## src/hdl/sdc_params.svh

```systemverilog
`ifndef SDC_PARAMS_SVH
`define SDC_PARAMS_SVH

// Register byte addresses.
`define SDC_ADDR_MASTER_EN      8'h05
`define SDC_ADDR_CH0_VOLT       8'h80
`define SDC_ADDR_CH0_CTRL       8'h81
`define SDC_ADDR_CH1_VOLT       8'h82
`define SDC_ADDR_CH1_CTRL       8'h83
`define SDC_ADDR_CH2_VOLT       8'h84
`define SDC_ADDR_CH2_CTRL       8'h85

// Field positions.
`define SDC_VOLT_EN_BIT         7
`define SDC_CTRL_PFM_BIT        0
`define SDC_CTRL_RATE_BIT       1
`define SDC_CTRL_ILIM_LO        2
`define SDC_CTRL_ILIM_HI        3
`define SDC_CTRL_SHORT_BIT      4
`define SDC_CTRL_GOOD_BIT       5
`define SDC_CTRL_UNLOCK_BIT     7
`define SDC_CTRL_RW_MASK        8'hCF

// Reset values.
`define SDC_CH0_CODE_RST        7'h66
`define SDC_CH1_CODE_RST        7'h2A
`define SDC_CH2_CODE_RST        7'h12
`define SDC_CTRL_RST            8'hCE
`define SDC_MASTER_RST          3'h0

// Timing: times in ns, counts derived from the clock period.
`define SDC_CLK_PERIOD_NS       50
`define SDC_SS_DELAY_NS         50000
`define SDC_STEP_NS             2000
`define SDC_SS_DELAY_CYC        ((`SDC_SS_DELAY_NS + `SDC_CLK_PERIOD_NS - 1) / `SDC_CLK_PERIOD_NS)
`define SDC_STEP_CYC            (`SDC_STEP_NS / `SDC_CLK_PERIOD_NS)

`endif

```

## src/hdl/sdc_pkg.sv

```systemverilog
package sdc_pkg;
    typedef enum logic [2:0] {
        SDC_OFF,
        SDC_DELAY,
        SDC_RAMP,
        SDC_RUN,
        SDC_FAULT
    } sdc_ss_state_e;
endpackage

```

## src/hdl/sdc_channel.sv

```systemverilog
`timescale 1ns/1ps
`include "sdc_params.svh"

module sdc_channel (
    input  wire logic       i_clk_sys,
    input  wire logic       i_arst_n,
    input  wire logic       i_master_en,
    input  wire logic       i_local_en,
    input  wire logic [6:0] i_code,
    input  wire logic       i_step_tick,
    input  wire logic       i_short_raw,
    input  wire logic       i_good_raw,
    output logic            o_on,
    output logic [6:0]      o_ref_code,
    output logic            o_ramping,
    output logic            o_short_flag,
    output logic            o_good
);
    sdc_pkg::sdc_ss_state_e state_reg, state_next;
    logic [10:0] dly_reg;
    logic [6:0]  ref_reg;
    logic        local_prev_reg;
    logic        flag_reg;
    logic        sc_s1_reg, sc_s2_reg, gd_s1_reg, gd_s2_reg;

    wire logic en        = i_master_en & i_local_en;
    wire logic local_up  = i_local_en & ~local_prev_reg;
    wire logic dly_done  = (dly_reg == 11'(`SDC_SS_DELAY_CYC - 1));
    wire logic active    = (state_reg == sdc_pkg::SDC_DELAY) || (state_reg == sdc_pkg::SDC_RAMP)
                           || (state_reg == sdc_pkg::SDC_RUN);
    wire logic short_hit = active & sc_s2_reg;

    ////////////////////////////////////////////////////////////////////////////////
    // Status inputs pass two flip-flops before any use.
    always_ff @(posedge i_clk_sys or negedge i_arst_n) begin
        if (!i_arst_n) begin
            sc_s1_reg <= 1'b0;
            sc_s2_reg <= 1'b0;
            gd_s1_reg <= 1'b0;
            gd_s2_reg <= 1'b0;
        end else begin
            sc_s1_reg <= i_short_raw;
            sc_s2_reg <= sc_s1_reg;
            gd_s1_reg <= i_good_raw;
            gd_s2_reg <= gd_s1_reg;
        end
    end

    ////////////////////////////////////////////////////////////////////////////////
    // Next-state selection for the enable and soft-start sequence.
    always_comb begin
        state_next = state_reg;
        case (state_reg)
            sdc_pkg::SDC_OFF: begin
                if (en && (!flag_reg || local_up)) begin
                    state_next = sdc_pkg::SDC_DELAY;
                end
            end
            sdc_pkg::SDC_DELAY: begin
                if (dly_done) begin
                    state_next = sdc_pkg::SDC_RAMP;
                end
            end
            sdc_pkg::SDC_RAMP: begin
                if (ref_reg == i_code) begin
                    state_next = sdc_pkg::SDC_RUN;
                end
            end
            sdc_pkg::SDC_RUN: begin
                state_next = sdc_pkg::SDC_RUN;
            end
            sdc_pkg::SDC_FAULT: begin
                if (!i_local_en) begin
                    state_next = sdc_pkg::SDC_OFF;
                end
            end
            default: begin
                state_next = sdc_pkg::SDC_OFF;
            end
        endcase
        if (active && !en) begin
            state_next = sdc_pkg::SDC_OFF;
        end
        if (short_hit) begin
            state_next = sdc_pkg::SDC_FAULT;
        end
    end

    ////////////////////////////////////////////////////////////////////////////////
    // State, delay counter, reference and fault latch.
    always_ff @(posedge i_clk_sys or negedge i_arst_n) begin
        if (!i_arst_n) begin
            state_reg      <= sdc_pkg::SDC_OFF;
            dly_reg        <= 11'h000;
            ref_reg        <= 7'h00;
            local_prev_reg <= 1'b0;
            flag_reg       <= 1'b0;
        end else begin
            state_reg      <= state_next;
            local_prev_reg <= i_local_en;
            if (state_reg == sdc_pkg::SDC_DELAY) begin
                dly_reg <= dly_reg + 11'h001;
            end else begin
                dly_reg <= 11'h000;
            end
            if (state_next == sdc_pkg::SDC_OFF || state_next == sdc_pkg::SDC_FAULT
                || state_next == sdc_pkg::SDC_DELAY) begin
                ref_reg <= 7'h00;
            end else if (state_reg == sdc_pkg::SDC_RUN) begin
                ref_reg <= i_code;
            end else if (i_step_tick && ref_reg != i_code) begin
                ref_reg <= ref_reg + 7'h01;
            end
            if (short_hit) begin
                flag_reg <= 1'b1;
            end else if (local_up) begin
                flag_reg <= 1'b0;
            end
        end
    end

    assign o_on         = active;
    assign o_ref_code   = ref_reg;
    assign o_ramping    = (state_reg == sdc_pkg::SDC_DELAY) || (state_reg == sdc_pkg::SDC_RAMP);
    assign o_short_flag = flag_reg;
    assign o_good       = gd_s2_reg;
endmodule

```

## src/hdl/sdc_top.sv

```systemverilog
`timescale 1ns/1ps
`include "sdc_params.svh"

// What this block does
// three channels, registers at 0x80 to 0x85.
// code times 25 mV plus 0.75 V.
// software keeps codes at or below 1110110.
// voltage bit 7 is local enable, reset zero.
// control bit 0 picks pulse-frequency mode.
// control bit 1 picks 2 MHz, reset one.
// control bits 3:2 set current limit, reset 11.
// control bit 5 reads regulation good status.
// control bit 7 unlocks top three code bits.
// channel on needs master and local enable.
// reset loads defaults; disabling keeps register contents.
// defaults 3.3 V, 1.8 V, 1.2 V.
// software writes code with enable bit.
// new codes accepted while channel runs.
// clearing either enable turns channel off.
// software uses master enable for shutdown only.
// 50 us delay, then ramp 80 us per volt.
// code writes ignored during soft start.
// short latches channel off and sets flag.
// local enable low then high clears latch.
// current limit holds, recovery needs no software.
// master enable bits 0 to 2 per channel.
// software programs settings before enabling.
// reference steps one code every 2 us.
// analog status inputs synchronised before use.
module sdc_top (
    input  wire logic        i_clk_sys,
    input  wire logic        i_arst_n,
    input  wire logic        i_wr_en,
    input  wire logic        i_rd_en,
    input  wire logic [7:0]  i_addr,
    input  wire logic [7:0]  i_wr_data,
    input  wire logic [2:0]  i_short_raw,
    input  wire logic [2:0]  i_good_raw,
    output logic      [7:0]  o_rd_data,
    output logic      [2:0]  o_ch_on,
    output logic      [20:0] o_ref_codes,
    output logic      [2:0]  o_pfm_mode,
    output logic      [2:0]  o_rate_2mhz,
    output logic      [5:0]  o_peak_limit
);
    ////////////////////////////////////////////////////////////////////////////////
    // Shared state.
    logic [2:0]  master_reg;
    logic [7:0]  rd_data_reg;
    logic [5:0]  step_cnt_reg;
    logic        step_tick_reg;
    logic [7:0]  rd_mux;

    logic [2:0]  ch_on_w;
    logic [2:0]  ramping_w;
    logic [2:0]  short_w;
    logic [2:0]  good_w;
    logic [20:0] ref_w;
    logic [23:0] volt_w;
    logic [23:0] ctrl_w;

    wire logic master_hit = (i_addr == `SDC_ADDR_MASTER_EN);

    ////////////////////////////////////////////////////////////////////////////////
    // Step divider: one-cycle enable pulse every 2 us.
    wire logic step_wrap = (step_cnt_reg == 6'(`SDC_STEP_CYC - 1));

    always_ff @(posedge i_clk_sys or negedge i_arst_n) begin
        if (!i_arst_n) begin
            step_cnt_reg  <= 6'h00;
            step_tick_reg <= 1'b0;
        end else begin
            step_cnt_reg  <= step_wrap ? 6'h00 : step_cnt_reg + 6'h01;
            step_tick_reg <= step_wrap;
        end
    end

    ////////////////////////////////////////////////////////////////////////////////
    // Master enable register.
    always_ff @(posedge i_clk_sys or negedge i_arst_n) begin
        if (!i_arst_n) begin
            master_reg <= `SDC_MASTER_RST;
        end else if (i_wr_en && master_hit) begin
            master_reg <= i_wr_data[2:0];
        end
    end

    ////////////////////////////////////////////////////////////////////////////////
    // Per-channel registers and soft-start sequencer.
    genvar g;
    generate
        for (g = 0; g < 3; g = g + 1) begin : g_ch
            logic [7:0] volt_reg;
            logic [7:0] ctrl_reg;
            logic [6:0] code_keep;
            logic [6:0] code_new;

            wire logic volt_hit = (i_addr == 8'(`SDC_ADDR_CH0_VOLT + 2 * g));
            wire logic ctrl_hit = (i_addr == 8'(`SDC_ADDR_CH0_CTRL + 2 * g));
            wire logic unlock   = ctrl_reg[`SDC_CTRL_UNLOCK_BIT];

            localparam logic [7:0] RST_VOLT = (g == 0) ? {1'b0, `SDC_CH0_CODE_RST} :
                                              (g == 1) ? {1'b0, `SDC_CH1_CODE_RST} :
                                                         {1'b0, `SDC_CH2_CODE_RST};
            assign code_new  = {unlock ? i_wr_data[6:4] : volt_reg[6:4], i_wr_data[3:0]};
            assign code_keep = ramping_w[g] ? volt_reg[6:0] : code_new;

            always_ff @(posedge i_clk_sys or negedge i_arst_n) begin
                if (!i_arst_n) begin
                    volt_reg <= RST_VOLT;
                    ctrl_reg <= `SDC_CTRL_RST;
                end else begin
                    if (i_wr_en && volt_hit) begin
                        volt_reg <= {i_wr_data[`SDC_VOLT_EN_BIT], code_keep};
                    end
                    if (i_wr_en && ctrl_hit) begin
                        ctrl_reg <= i_wr_data & `SDC_CTRL_RW_MASK;
                    end
                end
            end

            sdc_channel u_channel (
                .i_clk_sys    (i_clk_sys),
                .i_arst_n     (i_arst_n),
                .i_master_en  (master_reg[g]),
                .i_local_en   (volt_reg[`SDC_VOLT_EN_BIT]),
                .i_code       (volt_reg[6:0]),
                .i_step_tick  (step_tick_reg),
                .i_short_raw  (i_short_raw[g]),
                .i_good_raw   (i_good_raw[g]),
                .o_on         (ch_on_w[g]),
                .o_ref_code   (ref_w[7*g +: 7]),
                .o_ramping    (ramping_w[g]),
                .o_short_flag (short_w[g]),
                .o_good       (good_w[g])
            );

            assign volt_w[8*g +: 8] = volt_reg;
            assign ctrl_w[8*g +: 8] = {ctrl_reg[7:6], good_w[g], short_w[g], ctrl_reg[3:0]};
        end
    endgenerate

    ////////////////////////////////////////////////////////////////////////////////
    // Read decode; unmapped addresses read zero.
    always_comb begin
        if (master_hit) begin
            rd_mux = {5'h00, master_reg};
        end else if (i_addr == `SDC_ADDR_CH0_VOLT) begin
            rd_mux = volt_w[7:0];
        end else if (i_addr == `SDC_ADDR_CH0_CTRL) begin
            rd_mux = ctrl_w[7:0];
        end else if (i_addr == `SDC_ADDR_CH1_VOLT) begin
            rd_mux = volt_w[15:8];
        end else if (i_addr == `SDC_ADDR_CH1_CTRL) begin
            rd_mux = ctrl_w[15:8];
        end else if (i_addr == `SDC_ADDR_CH2_VOLT) begin
            rd_mux = volt_w[23:16];
        end else if (i_addr == `SDC_ADDR_CH2_CTRL) begin
            rd_mux = ctrl_w[23:16];
        end else begin
            rd_mux = 8'h00;
        end
    end

    always_ff @(posedge i_clk_sys or negedge i_arst_n) begin
        if (!i_arst_n) begin
            rd_data_reg <= 8'h00;
        end else if (i_rd_en) begin
            rd_data_reg <= rd_mux;
        end
    end

    ////////////////////////////////////////////////////////////////////////////////
    // Outputs, all from flip-flops except o_ch_on, a decode of channel state.
    assign o_rd_data    = rd_data_reg;
    assign o_ch_on      = ch_on_w;
    assign o_ref_codes  = ref_w;
    assign o_pfm_mode   = {ctrl_w[16], ctrl_w[8], ctrl_w[0]};
    assign o_rate_2mhz  = {ctrl_w[17], ctrl_w[9], ctrl_w[1]};
    assign o_peak_limit = {ctrl_w[19:18], ctrl_w[11:10], ctrl_w[3:2]};
endmodule

```

## config.mk

```make
export PLATFORM = sky130hd
export DESIGN_NAME = sdc_top
export DESIGN_NICKNAME = d
export VERILOG_FILES = /design/src/hdl/sdc_pkg.sv /design/src/hdl/sdc_channel.sv /design/src/hdl/sdc_top.sv
export VERILOG_INCLUDE_DIRS = /design/src /design/src/hdl
export SDC_FILE = /design/constraint.sdc
export NUM_CORES = 1
export LEC_CHECK = 0
export ABC_AREA = 1
export BUFFER_PORTS_ARGS = -buffer_cell sky130_fd_sc_hd__buf_2
export CORE_MARGIN = 1
export CORE_UTILIZATION = 35
export CTS_BUF_LIST = sky130_fd_sc_hd__clkbuf_4 sky130_fd_sc_hd__clkbuf_8
export CTS_CLUSTER_DIAMETER = 30
export DETAILED_ROUTE_END_ITERATION = 7
export GPL_TIMING_DRIVEN = 0
export PLACE_DENSITY = 0.6
export SLEW_MARGIN = 20
export SYNTH_ARGS = -nofsm -noshare
export SYNTH_HDL_FRONTEND = slang
export SYNTH_HIERARCHICAL = 1
export SYNTH_SLANG_ARGS = --single-unit
```

## constraint.sdc

```tcl
create_clock -name i_clk_sys -period 2.35 [get_ports i_clk_sys]
set_input_delay 0 -clock i_clk_sys [delete_from_list [all_inputs] [get_ports i_clk_sys]]
set_output_delay 0 -clock i_clk_sys [all_outputs]
set_load 0.005 [all_outputs]
```

==> results.cfg <==
[outcome]
outcome = completed

[pwr]
pwr-share-clk_pct = 42.8
p_comb_share_pct = 7.1
power_leakage_nw = 4.45
seq_power_share_pct = 50.1
p_sw_mw = 1.24
p_per_area_nw_per_um2 = 573
switching_share_pct = 24.1
ir_drop_mv = 0.253
p_int_mw = 3.91

[placement]
pre_cts_ws_ns = 0.582
dp.cells = 1340
hpwl_um = 13300
gp_congestion = 0.899
portBuffers = 67

[logic_synthesis]
synth_xor_xnor_area_share_pct = 1.15
syn_area_per_cell_um2 = 7.66
async_flop_share_pct = 100
synthTopCellsByArea = dfrtp_1 38%, nand2_1 15%, dfstp_2 8.3%
synth.distinct_cells = 35
synth_top_family_by_area = simple AND/OR/NAND/NOR gates
synth-edff-count = 0
synth_seq_cells = 141
syn_nets = 1030
synth_area_um2 = 7630
synth_top_area_share_pct = 38.3
yosysWarningCount = 6
synth_top_flop_cell = dfrtp_1
post_synth_inst_count = 997
synth-compound-area-share_pct = 9.82
synth-simple-area-share_pct = 32.4
synth_mux_area_share_pct = 0.147
synth_fa_ha_area_share_pct = 1.15
seq_area_frac_synth_pct = 46.6
synth_top_area_cell = dfrtp_1

[job]
drv_cap = 0

[floorplanning]
ios = 70
die-area_um2 = 22400
die_x_um = 150
core_um2 = 21200
initial_core_util_pct = 36.0
fp.dieH_um = 150
row_count = 53

[final_layout]
final_common_cell = nand2_1
final_layout_size_suffix_gt1_share_pct = 20.9
instances_no_fill = 1390
syn_to_final_growth_pct = 17.7
insertedDiodeCount = 0
largest_reg_flops = 33
mostFrequentLayoutCells = 295 x nand2_1, 117 x dfrtp_1, 115 x inv_1
fin_nets = 1135

[drt]
drc = 0
routed_wl_um = 17800
viasPerCell = 4.63
drt-initial-drc-count = 377
wl_per_cell_um = 12.8
vias = 6429
ant_nets = 0
drt-pass1-iter-count = 6

[global_routing]
antenna_found_initial = 0
grt_max_degree = 89
overflow = 0
grtUsageTotal_pct = 17.0
grt_pass1_wl_um = 29900
first_global_vias = 5956

[clock_tree]
cts_tree = yes
clk_latency_ns = 0.44
clockBufferDepth = 2
clk_pin_slew_worst_paths_ns = 0.08
ctsResizeCount = 0
cts.sinks = 141
cts_root_buf = clkbuf_8
h-tree-depth = 4
cts_made_buffers = 17

[sta]
setup_viol = 0
period_needed_ns = 1.76
final.setup.tns_ns = 0
hold_violations = 0
period_share_pct = 75.0
tightest_slew_ns = 0.683
max_freq_mhz = 567
slew_violations = 0
maxSlewHeadroom_pct = 54.5
worst_slack_ns = 0.587
skew_ns = 0.0137
rsz0062_at_grt = no

[critical_path]
path_class = reg2reg
cp_data_required_time_ns = 2.66
crit_path_max_fanout = 8
critPathLaunchType = register
arrival_ns = 2.07
end_kind = register

[min_path]
min_path_type = in2reg
==> cell usage after synthesis, types with 6 or more instances <==
| cell type | number |
|---|---|
| nor3_1 | 18 |
| nor2_1 | 92 |
| or2_2 | 8 |
| nand2_2 | 14 |
| xor2_1 | 6 |
| dfstp_2 | 24 |
| nand4_1 | 11 |
| nor2_4 | 9 |
| nand2_1 | 295 |
| inv_1 | 115 |
| inv_2 | 25 |
| buf_2 | 8 |
| a31oi_1 | 6 |
| o21ai_1 | 52 |
| a21oi_1 | 39 |
| dfrtp_1 | 117 |
| nor2_8 | 6 |
| o21ai_0 | 37 |
| ha_1 | 7 |
| nand3_1 | 58 |
| buf_4 | 12 |
| nor2_2 | 10 |
==> routing by layer <==
layer  vias to the layer above  global-route usage [%]  part of all wire (%)
met5                         -                       0                     0
met4                         0                    4.75                   1.1
met3                        14                    3.57                   3.4
met2                        99                    25.3                    43
met1                      2949                    24.8                    52
li1                       3367                       -                     -
==> power groups by stage <==
| stage | sequential [mW] | clock (mW) | combinational [mW] |
|---|---|---|---|
| 2_1_floorplan | 2.60 | 0 | 0.201 |
| 3_3_place_gp | 2.62 | 0 | 0.337 |
| 3_5_place_dp | 2.62 | 0 | 0.349 |
| 4_1_cts | 2.58 | 2.26 | 0.375 |
| 5_1_grt | 2.59 | 2.37 | 0.416 |
| 6_report | 2.58 | 2.20 | 0.367 |
==> worst max-delay path: stages, from the launching register on <==
cell and delay, ns:
dfrtp_1 0.42, inv_2 0.05, nor2_1 0.04, nand2_1 0.20, inv_2 0.13, or2_2 0.32
inv_1 0.08, nand4_1 0.20, nand2_1 0.10, o21ai_0 0.09
==> worst paths after layout <==
path / cells after the start / slack, ns / startpoint / to
max: 9 / 0.59 / g_ch[1].u_channel/state_reg[0] / g_ch[1].volt_reg[4]
min: 4 / 0.05 / i_addr[6] / master_reg[0]
max reg2reg: 9 / 0.59 / g_ch[1].u_channel/state_reg[0] / g_ch[1].volt_reg[4]
min reg2reg: 0 / 0.34 / g_ch[0].u_channel/sc_s1_reg / g_ch[0].u_channel/sc_s2_reg
max in group asynchronous: 3 / 1.44 / i_arst_n / g_ch[1].ctrl_reg[6]
min in group asynchronous: 2 / 0.16 / i_arst_n / g_ch[1].u_channel/dly_reg[0]
==> cell families (layout without fill, tap and decap cells) <==
kind of cell | Yosys count | in the layout
xor gates and xnor gates | 10 | 10
and+or+nand+nor | 534 | 534
adders and majority gates | 7 | 7
AOI/OAI and AO/OA | 143 | 143
DFF | 141 | 141
buffers and inverters | 161 | 279
muxes | 1 | 1
==> area by class of cell <==
cell class                      count  area (um^2)
Buffer                             21          141
Clock buffer                       22          290
Clock inverter                     10          161
Fill cell                        2244        12200
Inverter                          140          526
Multi-Input combinational cell    695         3410
Sequential cell                   141         3560
Tap cell                          275          344
Timing Repair Buffer               86          553
==> stage by stage <==
| stage | total power [mW] | util (%) | cell area [um^2] | hold WS [ns] |
|---|---|---|---|---|
| floorplan | 2.80 | - | 7630 | -0.296 |
| global placement | 2.96 | 39.2 | 8310 | 0.109 |
| detailed placement | 2.97 | 39.4 | 8350 | 0.0653 |
| CTS | 5.22 | 42.3 | 8980 | 0.00496 |
| global route | 5.37 | 42.3 | 8980 | 0.0356 |
| finish | 5.15 | 42.3 | 8980 | 0.0460 |
==> repair_timing <==
action                     CTS  global route
hold endpoints to repair   141             0
hold buffers                18             0
setup endpoints to repair    0             0
setup buffers                0             0
(Power assumes the default switching activity.)
